`src/vpt_pkg.sv`:
```
// shared constants, state types and reset values for the panel timing link
package vpt_pkg;

  // ****************************************************************
  // clock rates and divider
  // ****************************************************************
  localparam int SYS_PERIOD_NS     = 100;    // own clock period
  localparam int PIX_NOM_KHZ       = 25200;  // nominal pixel clock
  localparam int PIX_MAX_KHZ       = 27800;  // fastest pixel clock allowed
  localparam int PIX_MIN_PERIOD_NS = (1000000 + PIX_MAX_KHZ - 1) / PIX_MAX_KHZ;
  localparam int PIX_HALF_RATE     = (PIX_MIN_PERIOD_NS + 2 * SYS_PERIOD_NS - 1)
                                     / (2 * SYS_PERIOD_NS);
  // the receiver samples the clock through two flops, so keep two cycles a half
  localparam int PIX_HALF_SYNC     = 2;
  localparam int PIX_HALF_CYCLES   = (PIX_HALF_RATE > PIX_HALF_SYNC) ? PIX_HALF_RATE
                                                                     : PIX_HALF_SYNC;
  localparam logic [1:0] PIX_HALF_LAST = 2'(PIX_HALF_CYCLES - 1);

  // ****************************************************************
  // line and frame timing, in pixel clocks and lines
  // ****************************************************************
  localparam logic [9:0] LINE_PERIOD         = 10'h320;  // 800 clocks
  localparam logic [9:0] LINE_SYNC_WIDTH     = 10'h060;  // 96 clocks
  localparam logic [9:0] FRAME_PERIOD        = 10'h20D;  // 525 lines
  localparam logic [9:0] FRAME_SYNC_WIDTH    = 10'h002;  // 2 lines
  localparam logic [9:0] ACTIVE_PIXELS       = 10'h280;  // 640 clocks
  localparam logic [9:0] ACTIVE_LINES        = 10'h1E0;  // 480 lines
  localparam logic [9:0] DEFAULT_FIRST_PIXEL = 10'h064;  // clock 100
  localparam logic [9:0] STROBE_START        = 10'h078;  // clock 120
  localparam logic [9:0] STROBE_EARLIEST     = 10'h02C;  // clock 44
  localparam logic [9:0] STROBE_LATEST_SLACK = 10'h298;  // 664 clocks
  localparam logic [9:0] FIRST_VISIBLE_LINE  = 10'h022;  // line 34
  localparam logic [9:0] COUNT_IDLE          = 10'h3FF;  // saturated count

  // ****************************************************************
  // data widths and buffer
  // ****************************************************************
  localparam int LEVEL_W    = 6;
  localparam int RGB_W      = 18;
  localparam int FIFO_DEPTH = 16;

  // ****************************************************************
  // bit positions of the sampled link vector
  // ****************************************************************
  localparam int LINK_W    = 24;
  localparam int LNK_CLK   = 23;
  localparam int LNK_HS    = 22;
  localparam int LNK_VS    = 21;
  localparam int LNK_STB   = 20;
  localparam int LNK_HDIR  = 19;
  localparam int LNK_VDIR  = 18;

  // ****************************************************************
  // state types
  // ****************************************************************
  typedef enum logic [1:0] {
    VPT_PH_WAIT   = 2'b00,  // waiting for the first pixel
    VPT_PH_ACTIVE = 2'b01,  // taking pixels
    VPT_PH_DONE   = 2'b10   // line filled
  } vpt_phase_t;

  typedef struct packed {
    logic [1:0]       div;          // divider count
    logic             pclk;         // pixel clock out
    logic [9:0]       hcount;       // clock within line
    logic [9:0]       lcount;       // line within frame
    logic             line_sync_n;  // line sync out
    logic             frame_sync_n; // frame sync out
    logic             strobe;       // data valid strobe out
    logic [RGB_W-1:0] rgb;          // colour out
    logic             hdir;         // horizontal select out
    logic             vdir;         // vertical select out
    logic             underrun;     // empty buffer pulse
  } vpt_ctl_t;

  typedef struct packed {
    logic [LINK_W-1:0] s1;          // first sync stage
    logic [LINK_W-1:0] s2;          // second sync stage
    logic              pclk_prev;   // clock edge finder
    logic              hs_prev;     // line sync at last sample
    logic              vs_prev;     // frame sync at last sample
    logic              strobe_prev; // strobe at last sample
    logic [9:0]        hcount;      // clocks since line sync
    logic [9:0]        lcount;      // lines since frame sync
    logic              strobe_seen; // strobe high this line
    logic              strobe_mode; // strobe high last line
    vpt_phase_t        phase;       // line phase
    logic              early;       // strobe rose before clock 100
    logic [9:0]        xcount;      // pixel within line
    logic              pixel_valid; // pixel out pulse
    logic [9:0]        pixel_x;     // column out
    logic [8:0]        pixel_y;     // row out
    logic [RGB_W-1:0]  pixel_rgb;   // colour out
    logic              frame_start; // frame sync seen pulse
  } vpt_pnl_t;

  // ****************************************************************
  // reset values
  // ****************************************************************
  localparam vpt_ctl_t CTL_RESET = '{line_sync_n: 1'b1, frame_sync_n: 1'b1, default: '0};
  localparam vpt_pnl_t PNL_RESET = '{hs_prev: 1'b1, vs_prev: 1'b1, hcount: COUNT_IDLE,
                                     lcount: COUNT_IDLE, phase: VPT_PH_DONE, default: '0};

endpackage
```
`src/vpt_link_if.sv`:
```
// pin bundle between display controller and panel
`timescale 1ns/100ps
`default_nettype none

interface vpt_link_if;
  logic                             pixel_sample_clock;           // pixel clock
  logic                             line_sync_n;                  // line sync, low
  logic                             frame_sync_n;                 // frame sync, low
  logic                             horizontal_data_valid_strobe; // data valid
  logic [vpt_pkg::LEVEL_W-1:0]      red_level_bits;               // red level
  logic [vpt_pkg::LEVEL_W-1:0]      green_level_bits;             // green level
  logic [vpt_pkg::LEVEL_W-1:0]      blue_level_bits;              // blue level
  logic                             scan_h_sel;                   // horizontal scan select
  logic                             scan_v_sel;                   // vertical scan select

  modport ctrl (
    output pixel_sample_clock, line_sync_n, frame_sync_n, horizontal_data_valid_strobe,
    output red_level_bits, green_level_bits, blue_level_bits, scan_h_sel, scan_v_sel
  );

  modport panel (
    input pixel_sample_clock, line_sync_n, frame_sync_n, horizontal_data_valid_strobe,
    input red_level_bits, green_level_bits, blue_level_bits, scan_h_sel, scan_v_sel
  );
endinterface

`default_nettype wire

```
`src/vpt_controller.sv`:
```
// display controller end: pixel buffer and timing generator
`timescale 1ns/100ps
`default_nettype none

// ****************************************************************
// pixel buffer
// ****************************************************************
// depth must be a power of two, pointers wrap freely
module vpt_fifo #(
  parameter int WIDTH = 18,
  parameter int DEPTH = 16
) (
  input  wire logic             clock,     // own clock
  input  wire logic             rstn,      // async reset, low
  input  wire logic             in_valid,  // word offered
  output var  logic             in_ready,  // room for a word
  input  wire logic [WIDTH-1:0] in_data,   // word in
  output var  logic             out_valid, // word available
  input  wire logic             out_ready, // word taken
  output var  logic [WIDTH-1:0] out_data   // word out
);
  localparam int AW = $clog2(DEPTH);

  typedef struct packed {
    logic [DEPTH-1:0][WIDTH-1:0] mem;      // storage
    logic [AW-1:0]               wr_ptr;   // write slot
    logic [AW-1:0]               rd_ptr;   // read slot
    logic [AW:0]                 count;    // words held
    logic                        in_ready; // not full
    logic                        out_valid;// not empty
  } vpt_fifo_t;

  localparam vpt_fifo_t FIFO_RESET = '{in_ready: 1'b1, default: '0};

  vpt_fifo_t s_reg;   // state
  vpt_fifo_t s_next;  // next state
  logic      push;    // write this cycle
  logic      pop;     // read this cycle

  assign push      = in_valid && s_reg.in_ready;
  assign pop       = out_ready && s_reg.out_valid;
  assign in_ready  = s_reg.in_ready;
  assign out_valid = s_reg.out_valid;
  assign out_data  = s_reg.mem[s_reg.rd_ptr];

  // pointer and flag update; flags registered so ports come from flops
  always_comb begin
    s_next = s_reg;
    if (push) begin
      s_next.mem[s_reg.wr_ptr] = in_data;
      s_next.wr_ptr = s_reg.wr_ptr + AW'(1);
    end
    if (pop) begin
      s_next.rd_ptr = s_reg.rd_ptr + AW'(1);
    end
    s_next.count     = s_reg.count + (AW + 1)'(push) - (AW + 1)'(pop);
    s_next.in_ready  = s_next.count != (AW + 1)'(DEPTH);
    s_next.out_valid = s_next.count != '0;
  end

  // state register
  always_ff @(posedge clock or negedge rstn) begin
    if (!rstn) begin
      s_reg <= FIFO_RESET;
    end else begin
      s_reg <= s_next;
    end
  end
endmodule

// ****************************************************************
// timing generator
// ****************************************************************
module vpt_controller (
  vpt_link_if.ctrl                        link,        // pins to the panel
  input  wire logic                       clock,       // own clock, 10 MHz
  input  wire logic                       rstn,        // async reset, low
  input  wire logic                       in_valid,    // pixel offered
  output var  logic                       in_ready,    // buffer has room
  input  wire logic [vpt_pkg::RGB_W-1:0]  in_rgb,      // pixel red,green,blue
  input  wire logic                       use_strobe,  // place lines by strobe
  input  wire logic                       scan_h_sel,  // horizontal direction
  input  wire logic                       scan_v_sel,  // vertical direction
  output var  logic                       underrun     // pixel sent from empty buffer
);
  vpt_pkg::vpt_ctl_t          s_reg;      // state
  vpt_pkg::vpt_ctl_t          s_next;     // next state
  logic                       advance;    // pixel clock falls now
  logic [9:0]                 h_adv;      // clock count after advance
  logic [9:0]                 l_adv;      // line count after advance
  logic [9:0]                 first_px;   // first data clock of a line
  logic                       line_vis;   // visible line
  logic                       pix_on;     // data clock
  logic                       data_win;   // data window of any line
  logic                       fifo_valid; // buffer not empty
  logic [vpt_pkg::RGB_W-1:0]  fifo_data;  // buffer head

  // ****************************************************************
  // buffer in the data path
  // ****************************************************************
  vpt_fifo #(
    .WIDTH (vpt_pkg::RGB_W),
    .DEPTH (vpt_pkg::FIFO_DEPTH)
  ) u_fifo (
    .clock     (clock),
    .rstn      (rstn),
    .in_valid  (in_valid),
    .in_ready  (in_ready),
    .in_data   (in_rgb),
    .out_valid (fifo_valid),
    .out_ready (advance && pix_on),
    .out_data  (fifo_data)
  );

  // ****************************************************************
  // counters
  // ****************************************************************
  // all but the selects change on the falling pixel clock, so they are steady at the rise
  assign advance = (s_reg.div == vpt_pkg::PIX_HALF_LAST) && s_reg.pclk;

  // fixed 800 clock line within 770..900
  assign h_adv = (s_reg.hcount == vpt_pkg::LINE_PERIOD - 10'h001) ? 10'h000
               : s_reg.hcount + 10'h001;

  // fixed 525 line frame within 515..560
  assign l_adv = (s_reg.hcount != vpt_pkg::LINE_PERIOD - 10'h001) ? s_reg.lcount
               : (s_reg.lcount == vpt_pkg::FRAME_PERIOD - 10'h001) ? 10'h000
               : s_reg.lcount + 10'h001;

  // strobe at clock 120 lies inside 44..136 and past clock 100
  assign first_px = use_strobe ? vpt_pkg::STROBE_START
                  : vpt_pkg::DEFAULT_FIRST_PIXEL;

  // lines 34..513 carry the picture, matching the panel's fixed start
  assign line_vis = (l_adv >= vpt_pkg::FIRST_VISIBLE_LINE)
                 && (l_adv < vpt_pkg::FIRST_VISIBLE_LINE + vpt_pkg::ACTIVE_LINES);

  // same window on every line, blank ones too, so the panel has already
  // switched to strobe placement when the first visible line arrives
  assign data_win = (h_adv >= first_px)
                 && (h_adv < first_px + vpt_pkg::ACTIVE_PIXELS);

  // exactly 640 data clocks on each visible line
  assign pix_on = line_vis && data_win;

  // ****************************************************************
  // next state
  // ****************************************************************
  always_comb begin
    s_next = s_reg;
    s_next.underrun = 1'b0;
    // selects follow the user inputs; meant to be static
    s_next.hdir = scan_h_sel;
    s_next.vdir = scan_v_sel;
    // clock divider, the pin toggles every half period
    if (s_reg.div == vpt_pkg::PIX_HALF_LAST) begin
      s_next.div  = 2'h0;
      s_next.pclk = ~s_reg.pclk;
    end else begin
      s_next.div = s_reg.div + 2'h1;
    end
    // one pixel step on each falling edge
    if (advance) begin
      s_next.hcount = h_adv;
      s_next.lcount = l_adv;
      // both syncs change on the same step, zero skew
      s_next.line_sync_n  = !(h_adv < vpt_pkg::LINE_SYNC_WIDTH);
      s_next.frame_sync_n = !(l_adv < vpt_pkg::FRAME_SYNC_WIDTH);
      // strobe pulses on every line, never stuck high
      s_next.strobe = use_strobe && data_win;
      if (pix_on) begin
        // an empty buffer sends black rather than stalling the raster
        s_next.rgb      = fifo_valid ? fifo_data : '0;
        s_next.underrun = !fifo_valid;
      end else begin
        s_next.rgb = '0;
      end
    end
  end

  // state register
  always_ff @(posedge clock or negedge rstn) begin
    if (!rstn) begin
      s_reg <= vpt_pkg::CTL_RESET;
    end else begin
      s_reg <= s_next;
    end
  end

  // ****************************************************************
  // pins, all straight from flops
  // ****************************************************************
  assign link.pixel_sample_clock           = s_reg.pclk;
  assign link.line_sync_n                  = s_reg.line_sync_n;
  assign link.frame_sync_n                 = s_reg.frame_sync_n;
  assign link.horizontal_data_valid_strobe = s_reg.strobe;
  assign link.red_level_bits               = s_reg.rgb[17:12];
  assign link.green_level_bits             = s_reg.rgb[11:6];
  assign link.blue_level_bits              = s_reg.rgb[5:0];
  assign link.scan_h_sel                   = s_reg.hdir;
  assign link.scan_v_sel                   = s_reg.vdir;
  assign underrun                          = s_reg.underrun;
endmodule

`default_nettype wire

```
`src/flat_wrapper.sv`:
```
// flat-port wrapper written by rule: the top's interface ports become plain ports
module vpt_controller_flat 
  (clock, rstn, in_valid, in_ready, in_rgb, use_strobe, scan_h_sel, scan_v_sel, underrun, link_pixel_sample_clock, link_line_sync_n, link_frame_sync_n, link_horizontal_data_valid_strobe, link_red_level_bits, link_green_level_bits, link_blue_level_bits, link_scan_h_sel, link_scan_v_sel);
  vpt_link_if link_i ();
  input  wire logic clock;
  input  wire logic rstn;
  input  wire logic in_valid;
  output var  logic in_ready;
  input  wire logic [vpt_pkg::RGB_W-1:0] in_rgb;
  input  wire logic use_strobe;
  input  wire logic scan_h_sel;
  input  wire logic scan_v_sel;
  output var  logic underrun;
  output wire logic [$bits(link_i.pixel_sample_clock)-1:0] link_pixel_sample_clock;
  output wire logic [$bits(link_i.line_sync_n)-1:0] link_line_sync_n;
  output wire logic [$bits(link_i.frame_sync_n)-1:0] link_frame_sync_n;
  output wire logic [$bits(link_i.horizontal_data_valid_strobe)-1:0] link_horizontal_data_valid_strobe;
  output wire logic [$bits(link_i.red_level_bits)-1:0] link_red_level_bits;
  output wire logic [$bits(link_i.green_level_bits)-1:0] link_green_level_bits;
  output wire logic [$bits(link_i.blue_level_bits)-1:0] link_blue_level_bits;
  output wire logic [$bits(link_i.scan_h_sel)-1:0] link_scan_h_sel;
  output wire logic [$bits(link_i.scan_v_sel)-1:0] link_scan_v_sel;
  assign link_pixel_sample_clock = link_i.pixel_sample_clock;
  assign link_line_sync_n = link_i.line_sync_n;
  assign link_frame_sync_n = link_i.frame_sync_n;
  assign link_horizontal_data_valid_strobe = link_i.horizontal_data_valid_strobe;
  assign link_red_level_bits = link_i.red_level_bits;
  assign link_green_level_bits = link_i.green_level_bits;
  assign link_blue_level_bits = link_i.blue_level_bits;
  assign link_scan_h_sel = link_i.scan_h_sel;
  assign link_scan_v_sel = link_i.scan_v_sel;
  vpt_controller u_core (.link(link_i), .clock(clock), .rstn(rstn), .in_valid(in_valid), .in_ready(in_ready), .in_rgb(in_rgb), .use_strobe(use_strobe), .scan_h_sel(scan_h_sel), .scan_v_sel(scan_v_sel), .underrun(underrun));
endmodule
```
`config.mk`:
```
export PLATFORM = sky130hd
export DESIGN_NAME = vpt_controller_flat
export DESIGN_NICKNAME = d
export VERILOG_FILES = /design/src/vpt_pkg.sv /design/src/vpt_link_if.sv /design/src/vpt_controller.sv /design/src/flat_wrapper.sv
export SDC_FILE = /design/constraint.sdc
export NUM_CORES = 1
export LEC_CHECK = 0
export BUFFER_PORTS_ARGS = -buffer_cell sky130_fd_sc_hd__buf_2
export CAP_MARGIN = 25
export CORE_AREA = 8 8 158 198
export CTS_CLUSTER_DIAMETER = 150
export DETAILED_ROUTE_END_ITERATION = 8
export DIE_AREA = 0 0 166 206
export GPL_TIMING_DRIVEN = 0
export PLACE_DENSITY = 0.82
export REMOVE_ABC_BUFFERS = 1
export SLEW_MARGIN = 40
export SYNTH_ARGS = -nofsm -noshare
export SYNTH_HDL_FRONTEND = slang
export SYNTH_HIERARCHICAL = 1
export SYNTH_SLANG_ARGS = --single-unit
```
`constraint.sdc`:
```
create_clock -name clock -period 11.1 [get_ports clock]
set_clock_uncertainty 0.1 [all_clocks]
set_input_delay 2.22 -clock clock [delete_from_list [all_inputs] [get_ports clock]]
set_output_delay 2.22 -clock clock [all_outputs]
set_load 0.05 [all_outputs]
```
==> flow_metrics.env, run 1 <==
export IMPL_fin_crit_ns=5.59
export IMPL_place_gp_congestion=0.834
export IMPL_final_area_um2=18500
export IMPL_p_clk_share_pct=27.7
export IMPL_syn_inst=1156
export IMPL_start_util_pct=59.2
export IMPL_avgSynthCellArea_um2=14.4
export IMPL_grt_max_degree=81
export IMPL_relSlewSlack_pct=41.7
export IMPL_dr_pass1_iters=5
export IMPL_crit_arrival_ns=5.87
export IMPL_pwr_share_comb_pct=25.9
export IMPL_via_per_inst=6.33
export IMPL_ir_drop_v=0.000191
export IMPL_start_kind="input pin"
export IMPL_antenna_left=0
export IMPL_postCtsSetupRepairBufs=0
export IMPL_setup_tns_ns=0
export IMPL_grt_pass1_vias=10700
export IMPL_drv_cap=0
export IMPL_cts_resized_gates=0
export IMPL_min_period_over_period_pct=50.4
export IMPL_outcome="finished, final reports clean"
export IMPL_pwr_density_cell_nw_per_um2=246
export IMPL_rr_startpoint="u_core/s_reg[34]"
export IMPL_cts_root_buf="clkbuf_16"
export IMPL_wl_per_cell_um=23.4
export IMPL_htreeDepth=2
export IMPL_die_x_um=166
export IMPL_max_freq_ghz=0.179
export IMPL_cts_buffers=36
export IMPL_synth_area_um2=16600
export IMPL_cts_tree="built"
export IMPL_path_clk_slew_ns=0.06
export IMPL_grt_pass1_wl_um=59300
export IMPL_synth_edff_count=0
export IMPL_cts_hold_buf=0
export IMPL_ys_ff_latch=350
export IMPL_layout_common_cells="dfrtp_1 (344), mux2_2 (289), nand2_1 (86)"
export IMPL_report_final_slew_viol_count=0
export IMPL_async_reset_ff_share_pct=100
export IMPL_antennaDiodeCount=0
export IMPL_startpoint="use_strobe"
export IMPL_intPower_w=0.00329
export IMPL_yosys_warnings=6
export IMPL_postPlaceCellArea_um2=17200
export IMPL_p_sw_w=0.00125
export IMPL_routed_wl_um=36300
export IMPL_worst_pin_slew_ns=0.872
export IMPL_first_iter_violations=834
export IMPL_nNetsFinal=1210
export IMPL_antenna_found_initial=1
export IMPL_drc=0
export IMPL_ys_types=68
export IMPL_final_common_cell="dfrtp_1"
export IMPL_dp_hpwl_um=21800
export IMPL_final_util_pct=65.8
export IMPL_rows=69
export IMPL_p_sw_share_pct=27.6
export IMPL_leakage_nw=7.86
export IMPL_cts_buffer_depth=3
export IMPL_setup_viol=0
export IMPL_hold_start="u_core/s_reg[45]"
export IMPL_path_max_fanout=6
export IMPL_cts_sinks=350
export IMPL_overflow=0
export IMPL_fillers=1867
export IMPL_rsz0062_at_grt="false"
export IMPL_vias=9814
export IMPL_numPortBuffers=49
export IMPL_area_delta_synth_final_pct=11.2
export IMPL_largest_reg_flops=301
export IMPL_cp_end_kind="flop"
export IMPL_yosysSeqAreaShare_pct=52.8
export IMPL_grt_util_all_layers_pct=21.9
export IMPL_insertion_delay_ns=0.51
export IMPL_die_area_um2=34200
export IMPL_power_frac_seq_pct=46.4
export IMPL_crit_required_ns=11.38
export IMPL_dieHeight_um=206
export IMPL_drive_above_1_share_pct=46.4
export IMPL_core_area_um2=28100
export IMPL_final_hold_viol_count=0
export IMPL_worstHoldPathType="reg -> reg"
export IMPL_worst_hold_slack_ns=0.340
export IMPL_finalPower_w=0.00454
export IMPL_io_pins=50
export IMPL_crit_type="in -> reg"
export IMPL_ys_flop_type="dfrtp_1"
## cells by family (layout without fill, tap and decap cells)
logic type / after synthesis / after routing / synth area share (%)
AOI/OAI and AO/OA: 112 / 112 / 5.48
xor gates and xnor gates: 23 / 23 / 1.26
adders and majority gates: 18 / 18 / 1.40
buffers and inverters: 117 / 156 / 3.96
DFF: 350 / 350 / 52.8
muxes: 362 / 362 / 29.4
and+or+nand+nor: 174 / 174 / 5.71
## layout make-up
type,count,area (um^2),share of cell area [%]
clock buffers,52,1070,5.81
clock inverters,13,185,1.00
inverters,20,75.1,0.407
multi-input cells,689,7260,39.3
flip-flops and latches,350,8770,47.5
well taps,355,444,2.41
repair buffers,71,652,3.53
## worst max-delay path: stages
cell and delay [ns]:
buf_2 0.10, inv_1 0.11, ha_1 0.26, nor2b_1 0.13, o21ai_0 0.22, a221oi_1 0.12
o21ai_0 0.20, a21oi_1 0.13, o21ai_4 0.41, nor2_1 0.10, and2_1 0.26, ha_1 0.31
inv_1 0.04, ha_1 0.20, fa_1 0.42, a21o_1 0.17, a21oi_1 0.17, xnor2_1 0.13
nand3b_1 0.17
## per-layer routing
| layer | vias to the layer above | GRT usage [%] | wire length [um] |
|---|---|---|---|
| li1 | 4253 | - | - |
| met1 | 5229 | 28.3 | 15200 |
| met2 | 263 | 37.5 | 18500 |
| met3 | 67 | 3.27 | 1630 |
| met4 | 2 | 7.41 | 980 |
| met5 | - | 0 | 10 |
## synth_stat cells, types with 3 or more instances
master    count  area, um^2
nor2_1       15        56.3
xor2_1        6        52.6
buf_6        10         113
nand4_1       7        43.8
nor2_4        6        67.6
mux4_2       72        1620
a21oi_1       7        35.0
a22oi_1      37         278
nand2b_1      4        25.0
buf_4        34         255
nand3_2       3        30.0
a31oi_1       6        37.5
nor3_1        5        25.0
and2_1        5        31.3
o31ai_1       4        30.0
and3_1        4        25.0
dfstp_2       3        78.8
a21o_1        3        22.5
ha_1         17         213
xnor2_1      16         140
o31ai_2      18         225
nor2b_1       4        25.0
o21ai_0      15        75.1
nand3_1      10        50.1
mux2_2      289        3250
buf_2        13        65.1
nand2_1      86         323
clkbuf_1     36         135
dfrtp_1     347        8680
buf_1         4        15.0
inv_1        20        75.1
nor2_2        5        31.3
## power by group through the flow
| stage | sequential [W] | clock (W) | combinational [W] |
|---|---|---|---|
| floorplan | 0.00201 | 0 | 0.000936 |
| global placement | 0.00206 | 0 | 0.00109 |
| detailed placement | 0.00211 | 0 | 0.00117 |
| CTS | 0.00210 | 0.00128 | 0.00118 |
| global route | 0.00216 | 0.00133 | 0.00128 |
| finish | 0.00211 | 0.00126 | 0.00118 |
## through the flow
step,setup WS [ns],cells
6_report,5.51,1550
5_1_grt,5.28,1550
4_1_cts,5.58,1550
3_5_place_dp,5.06,1485
3_3_place_gp,1.26,1463
2_1_floorplan,4.59,1059
## path summary, 6_finish.rpt
path	endpoint	slack (ns)	depth (start not counted)
max	u_core/u_fifo/out_valid	5.51	19
min	u_core/s_reg[45]	0.34	1
max reg2reg	u_core/u_fifo/out_valid	5.78	21
min reg2reg	u_core/s_reg[45]	0.34	1
max in group asynchronous	u_core/u_fifo/s_reg[81]	7.91	5
min in group asynchronous	u_core/u_fifo/s_reg[18]	1.59	2
Note: power is estimated with default switching activity, not from simulation.
==> run 2: changes to the inputs <==
--- a/config.mk
+++ b/config.mk
@@ -5,12 +5,13 @@
 export SDC_FILE = /design/constraint.sdc
 export NUM_CORES = 1
 export LEC_CHECK = 0
+export ABC_AREA = 1
 export BUFFER_PORTS_ARGS = -buffer_cell sky130_fd_sc_hd__buf_2
 export CAP_MARGIN = 25
-export CORE_AREA = 8 8 158 198
+export CORE_AREA = 8 8 167 208
 export CTS_CLUSTER_DIAMETER = 150
 export DETAILED_ROUTE_END_ITERATION = 8
-export DIE_AREA = 0 0 166 206
+export DIE_AREA = 0 0 175 216
 export GPL_TIMING_DRIVEN = 0
 export PLACE_DENSITY = 0.82
 export REMOVE_ABC_BUFFERS = 1
==> constraint.sdc (replaced) <==
create_clock -name clock -period 4.7 [get_ports clock]
set_clock_uncertainty 0.1 [all_clocks]
set_input_delay 0.94 -clock clock [delete_from_list [all_inputs] [get_ports clock]]
set_output_delay 0.94 -clock clock [all_outputs]
set_load 0.05 [all_outputs]
==> run 2 against run 1 <==
Effect of this change: clock power up 120%; die area up 11%; first-iteration DRC count up 91%; combinational power up 140%; critical path depth up 7; global-route usage up 2.0 points; flip-flop and latch count unchanged; clock-buffer cell count up 5; utilization down 4.7 points; synthesized area up 6.1%; setup slack worse by 5.1 ns; sequential power up 130%; largest cell class unchanged.
==> flow_metrics.env, run 2 <==
export IMPL_routed_wl_um=45500
export IMPL_vias=15100
export IMPL_yosysSeqAreaShare_pct=49.7
export IMPL_synthXorXnorAreaFrac_pct=0.597
export IMPL_max_freq_ghz=0.232
export IMPL_cts_tree="built"
export IMPL_ys_ff_latch=350
export IMPL_cts_buffers=36
export IMPL_setup_tns_ns=0
export IMPL_start_util_pct=55.9
export IMPL_path_clk_slew_ns=0.06
export IMPL_drc=0
export IMPL_worst_pin_slew_ns=0.844
export IMPL_final_hold_viol_count=0
export IMPL_wl_per_cell_um=16.7
export IMPL_die_x_um=175
export IMPL_synth_top_family_by_area="simple AND/OR/NAND/NOR gates"
export IMPL_final_common_cell="nand2_1"
export IMPL_rows=73
export IMPL_crit_required_ns=5.00
export IMPL_cts_hold_buf=0
export IMPL_yosysTopAreaCellShare_pct=49.3
export IMPL_report_final_slew_viol_count=0
export IMPL_antennaDiodeCount=0
export IMPL_cp_endpoint="u_core/u_fifo/out_valid"
export IMPL_synth_top_area_cell="dfrtp_1"
export IMPL_largest_reg_flops=301
export IMPL_cts_root_buf="clkbuf_16"
export IMPL_die_area_um2=37800
export IMPL_numPortBuffers=49
export IMPL_instances_no_fill=2731
export IMPL_synth_compound_area_share_pct=9.23
export IMPL_synth_area_leaders="dfrtp_1 (49%), nand2_1 (18%), o21ai_0 (8.0%)"
export IMPL_startpoint="u_core/s_reg[35]"
export IMPL_dr_pass1_iters=5
export IMPL_reg2reg_to="u_core/u_fifo/out_valid"
export IMPL_pwr_density_cell_nw_per_um2=549
export IMPL_synthTopCellsByCount="nand2_1 (829), dfrtp_1 (347), inv_1 (305), o21ai_0 (280), nand3_1 (242)"
export IMPL_dieHeight_um=216
export IMPL_drv_cap=0
export IMPL_ys_types=35
export IMPL_dp_cells=2662
export IMPL_place_gp_congestion=0.837
export IMPL_final_util_pct=61.1
export IMPL_via_per_inst=5.53
export IMPL_rr_startpoint="u_core/s_reg[35]"
export IMPL_avgSynthCellArea_um2=7.53
export IMPL_drive_above_1_share_pct=7.81
export IMPL_insertion_delay_ns=0.52
export IMPL_synth_edff_count=0
export IMPL_start_kind="flop"
export IMPL_synth_area_um2=17600
export IMPL_area_delta_synth_final_pct=9.32
export IMPL_path_max_fanout=9
export IMPL_antenna_left=0
export IMPL_outcome="finished, final reports clean"
export IMPL_synthMostInstantiatedCell="nand2_1"
export IMPL_fin_crit_ns=4.32
export IMPL_final_area_um2=19300
export IMPL_worstHoldPathType="in -> async"
export IMPL_synthAdderAreaFrac_pct=1.32
export IMPL_r2r_cells=26
export IMPL_async_reset_ff_share_pct=100
export IMPL_cts_sinks=350
export IMPL_leakage_nw=10.2
export IMPL_antenna_found_initial=0
export IMPL_cp_end_kind="flop"
export IMPL_first_iter_violations=1597
export IMPL_setup_viol=0
export IMPL_r2r_slack_ns=0.38
export IMPL_nNetsFinal=2339
export IMPL_overflow=0
export IMPL_grt_max_degree=95
export IMPL_relSlewSlack_pct=43.5
export IMPL_grt_util_all_layers_pct=23.9
export IMPL_grt_pass1_wl_um=73700
export IMPL_crit_arrival_ns=4.62
export IMPL_cts_buffer_depth=3
export IMPL_layout_common_cells="nand2_1 (828), dfrtp_1 (342), inv_1 (305)"
export IMPL_yosys_warnings=6
export IMPL_dp_hpwl_um=25600
export IMPL_synth_simple_area_share_pct=28.1
export IMPL_synth_mux_area_share_pct=0
export IMPL_worst_hold_slack_ns=0.215
export IMPL_syn_inst=2340
export IMPL_postPlaceCellArea_um2=18000
export IMPL_ir_drop_v=0.000375
export IMPL_io_pins=50
export IMPL_core_area_um2=31500
export IMPL_min_period_over_period_pct=91.9
export IMPL_grt_pass1_vias=14700
export IMPL_ys_flop_type="dfrtp_1"
export IMPL_crit_type="reg -> reg"
export IMPL_htreeDepth=2
==> run 2: changes by cell type after synthesis, moves of 17 or more <==
cell and change:
a22oi_1 -37, buf_2 +40, clkbuf_1 +29, inv_1 +285, mux2_2 -289, mux4_2 -72, nand2_1 +743, nand3_1 +232
nand4_1 +17, o21ai_0 +265, o21ai_1 +29, o31ai_2 -18
==> run 2: timing repair <==
action                                 CTS  global route
setup endpoints to repair                2             4
pin swaps                                0             2
endpoints found under the hold margin    0             0
gates resized for setup                  2             6
setup buffers                            0             9
==> run 2: power breakdown <==
part,switching (W),total (W),internal (W)
clock,0.00113,0.00275,0.00162
sequential,0.000701,0.00494,0.00424
combinational,0.00179,0.00288,0.00109
total,0.00362,0.0106,0.00696
==> run 2: metal layers <==
layer	GRT usage (%)	up-vias	part of all wire, %	wire [um]
li1	-	7159	-	-
met4	10.1	0	3.6	1650
met3	3.67	124	7.5	3410
met1	29.4	7227	40	18200
met2	41.1	589	49	22200
met5	0	-	0	0
==> run 2: final cells by class <==
| class | count | area (um^2) |
|---|---|---|
| clock inverter | 3 | 40.0 |
| tap | 412 | 515 |
| clock buffer | 57 | 1080 |
| sequential | 350 | 8780 |
| fill | 2670 | 12300 |
| inverter | 316 | 1210 |
| timing repair buffer | 72 | 671 |
| multi-input combinational | 1521 | 6960 |
==> run 2: worst max-delay path, stage by stage, from the launching register on <==
cell	delay, ns
dfrtp_1	0.39
ha_1	0.20
nand2_2	0.09
nor2_4	0.17
nand3_4	0.13
nand2_1	0.11
inv_1	0.04
ha_1	0.28
inv_1	0.06
o21bai_1	0.06
a21oi_1	0.20
nand2_1	0.08
nand3b_1	0.09
nand3_1	0.08
nand2_2	0.13
clkinv_4	0.12
nand3_1	0.14
inv_1	0.06
nand2_1	0.14
inv_1	0.12
ha_1	0.29
inv_1	0.04
ha_1	0.20
fa_1	0.41
xor2_1	0.20
nor3_2	0.16
nand3_1	0.10
==> run 2: per-stage QoR <==
stage | power (W) | setup WS, ns
2_1_floorplan | 0.00696 | -0.446
3_3_place_gp | 0.00749 | -4.48
3_5_place_dp | 0.00776 | -0.00816
4_1_cts | 0.0106 | 0.0614
5_1_grt | 0.0114 | -0.0000422
6_report | 0.0106 | 0.382
==> run 2: worst min path at each step <==
stage,to,cells after the start,start
2_1_floorplan,u_core/s_reg[45],1,u_core/s_reg[45]
3_5_place_dp,u_core/link.green_level_bits[1],2,u_core/link.green_level_bits[1]
5_1_grt,u_core/link.scan_v_sel,1,rstn
6_report,u_core/link.scan_v_sel,1,rstn
3_3_place_gp,u_core/s_reg[45],1,u_core/s_reg[45]
4_1_cts,u_core/link.scan_v_sel,1,rstn
==> run 2: kinds of logic (layout without fill, tap and decap cells) <==
logic type,Yosys count,count (layout)
AND/OR/NAND/NOR,1169,1169
buffers and inverters,469,448
flip-flops,350,350
AO/OA/AOI/OAI,322,322
adder cells (fa/ha/maj),18,18
XOR/XNOR,12,12
==> run 3: changes to the inputs <==
--- a/config.mk
+++ b/config.mk
@@ -8,13 +8,14 @@
 export ABC_AREA = 1
 export BUFFER_PORTS_ARGS = -buffer_cell sky130_fd_sc_hd__buf_2
 export CAP_MARGIN = 25
-export CORE_AREA = 8 8 167 208
+export CORE_AREA = 4 4 163 204
 export CTS_CLUSTER_DIAMETER = 150
 export DETAILED_ROUTE_END_ITERATION = 8
-export DIE_AREA = 0 0 175 216
+export DIE_AREA = 0 0 167 208
 export GPL_TIMING_DRIVEN = 0
 export PLACE_DENSITY = 0.82
 export REMOVE_ABC_BUFFERS = 1
+export SETUP_SLACK_MARGIN = 0.5
 export SLEW_MARGIN = 40
 export SYNTH_ARGS = -nofsm -noshare
 export SYNTH_HDL_FRONTEND = slang
==> run 3 against run 2 <==
Effect of this change: flip-flop and latch count unchanged; cell count increased by 0.11%; sequential power about the same; die area decreased by 8.1%; setup slack improved by 0.24 ns; via count increased by 0.74%; worst hold slack improved by 0.058 ns; wire length decreased by 0.28%; critical path depth unchanged; combinational power increased by 2%; clock power increased by 5%; cell area increased by 0.84%; critical path type unchanged; largest cell class unchanged.
==> flow_metrics.env, run 3 (same netlist as run 2, synthesis figures left out) <==
export IMPL_grt_most_used_layer="met2"
export IMPL_min_period_over_period_pct=86.7
export IMPL_p_clk_share_pct=26.8
export IMPL_fillers=2644
export IMPL_dp_cells=2661
export IMPL_io_pins=50
export IMPL_grt_util_all_layers_pct=25.7
export IMPL_routed_wl_um=45400
export IMPL_rows=73
export IMPL_cts_tree="built"
export IMPL_setup_tns_ns=0
export IMPL_multi_input_area_um2=7050
export IMPL_dp_hpwl_um=24900
export IMPL_postPlaceCellArea_um2=18000
export IMPL_cpMaxStageDelayCell="fa_2"
export IMPL_worstHoldPathType="in -> async"
export IMPL_reg2reg_to="u_core/u_fifo/out_valid"
export IMPL_r2r_cells=26
export IMPL_htreeDepth=2
export IMPL_largest_reg_flops=301
export IMPL_wl_per_cell_um=16.6
export IMPL_cts_root_buf="clkbuf_16"
export IMPL_power_frac_seq_pct=45.9
export IMPL_p_sw_share_pct=34.2
export IMPL_layout_common_cells="nand2_1 (826), dfrtp_1 (342), inv_1 (304)"
export IMPL_crit_buf_inv=6
export IMPL_antennaDiodeCount=0
export IMPL_place_gp_congestion=0.821
export IMPL_drv_cap=0
export IMPL_cp_end_kind="flop"
export IMPL_cts_buffer_depth=3
export IMPL_ir_drop_v=0.000445
export IMPL_area_delta_synth_final_pct=10.2
export IMPL_setup_viol=0
export IMPL_insertion_delay_ns=0.53
export IMPL_drive_above_1_share_pct=8.57
export IMPL_instances_no_fill=2734
export IMPL_drc=0
export IMPL_p_sw_w=0.00368
export IMPL_cts_buffers=36
export IMPL_path_clk_slew_ns=0.06
export IMPL_regArea_um2=8780
export IMPL_critPathMaxStageDelay_ns=0.48
export IMPL_fin_crit_ns=4.08
export IMPL_use_met3_pct=3.93
export IMPL_start_kind="flop"
export IMPL_vias=15200
export IMPL_antenna_found_initial=0
export IMPL_crit_required_ns=4.97
export IMPL_grt_pass1_vias=14700
export IMPL_path_max_fanout=5
export IMPL_pwr_share_comb_pct=27.3
export IMPL_grt_max_degree=94
export IMPL_final_area_um2=19400
export IMPL_cp_common_cell="inv_1"
export IMPL_start_util_pct=55.9
export IMPL_worst_pin_slew_ns=0.850
export IMPL_first_iter_violations=1795
export IMPL_gr_usage_met1_pct=34.0
export IMPL_crit_arrival_ns=4.35
export IMPL_overflow=0
export IMPL_die_area_um2=34700
export IMPL_rr_startpoint="u_core/s_reg[35]"
export IMPL_max_freq_ghz=0.245
export IMPL_cts_hold_buf=0
export IMPL_met2_usage_pct=43.0
export IMPL_outcome="finished, final reports clean"
export IMPL_antenna_left=0
export IMPL_r2r_slack_ns=0.62
export IMPL_crit_family="adder cells"
export IMPL_intPower_w=0.00708
export IMPL_grt_pass1_wl_um=73800
export IMPL_final_common_cell="nand2_1"
export IMPL_crit_type="reg -> reg"
export IMPL_relSlewSlack_pct=43.1
export IMPL_nNetsFinal=2342
export IMPL_numPortBuffers=49
export IMPL_core_area_um2=31500
export IMPL_final_hold_viol_count=0
export IMPL_rsz0062_at_grt="false"
export IMPL_dr_pass1_iters=6
export IMPL_cts_sinks=350
export IMPL_dieHeight_um=208
export IMPL_die_x_um=167
export IMPL_pwr_density_cell_nw_per_um2=554
export IMPL_leakage_nw=10.3
export IMPL_report_final_slew_viol_count=0
export IMPL_via_per_inst=5.56
run 3: cell types whose count changed in the layout (fill, tap and decap cells not counted), sizes merged:
cell,change
bufinv,+3
clkinv,+4
buf,+3
clkinvlp,+1
clkbuf,-9
inv,+1
run 3: worst register-to-register path, cell delays in order (launching register included):
cell      delay, ns
dfrtp_1        0.40
ha_4           0.17
nand2_4        0.06
nor2_4         0.16
nand3_4        0.11
nand2_2        0.08
inv_1          0.04
ha_1           0.28
inv_1          0.06
o21bai_1       0.07
a21oi_2        0.17
nor2_1         0.06
nand2_1        0.08
nand2_1        0.08
nand2_1        0.10
nand2_2        0.10
inv_6          0.09
nand3_2        0.10
inv_1          0.09
nand2_2        0.08
inv_4          0.13
ha_1           0.23
inv_1          0.06
ha_2           0.19
fa_2           0.48
nor3_4         0.22
nand3_1        0.13
run 3: repair_timing:
action                     4_1_cts  5_1_grt
setup buffers                    6        7
hold endpoints to repair         0        0
gates cloned                     0        0
setup endpoints to repair        6        3
gates resized for setup          8       17
pin swaps                        2       12
run 3: worst max-delay path by stage:
stage,start,to,slack (ns),cells past startpoint
after floorplan,u_core/u_fifo/s_reg[7],u_core/link.blue_level_bits[3],-0.45,10
after global placement,u_core/u_fifo/s_reg[7],u_core/link.green_level_bits[1],-4.47,10
after detailed placement,u_core/s_reg[35],u_core/u_fifo/out_valid,-0.16,26
after CTS,u_core/s_reg[39],u_core/u_fifo/out_valid,0.50,27
after global routing,u_core/s_reg[35],u_core/u_fifo/out_valid,0.45,27
final,u_core/s_reg[35],u_core/u_fifo/out_valid,0.62,26
run 3: stage by stage:
| step | utilization, % | hold slack (ns) | setup WS, ns | total power, W |
|---|---|---|---|---|
| after floorplan | - | 0.338 | -0.446 | 0.00696 |
| after global placement | 55.9 | 0.352 | -4.47 | 0.00750 |
| after detailed placement | 57.1 | 0.362 | -0.164 | 0.00775 |
| after CTS | 61.0 | 0.277 | 0.504 | 0.0107 |
| after global routing | 61.6 | 0.292 | 0.453 | 0.0116 |
| final | 61.6 | 0.273 | 0.623 | 0.0108 |
run 3: power by group through the flow:
stage / logic (W) / registers (W) / clock network [W]
final: 0.00294 / 0.00494 / 0.00288
after global routing: 0.00346 / 0.00507 / 0.00305
after CTS: 0.00285 / 0.00492 / 0.00292
after detailed placement: 0.00280 / 0.00495 / 0
after global placement: 0.00261 / 0.00488 / 0
after floorplan: 0.00216 / 0.00479 / 0
run 3: metal layers:
metal	vias up	share of wire [%]
met4	0	3.6
li1	7172	-
met5	-	0
met1	7216	40
met3	128	8.1
met2	695	48
run 3: area by class of cell:
type,count,share of cell area [%]
Sequential cell,350,45.2
Multi-Input combinational cell,1521,36.3
Inverter,316,6.26
Clock buffer,48,5.19
Timing Repair Buffer,75,3.52
Tap cell,412,2.65
Clock inverter,12,0.857
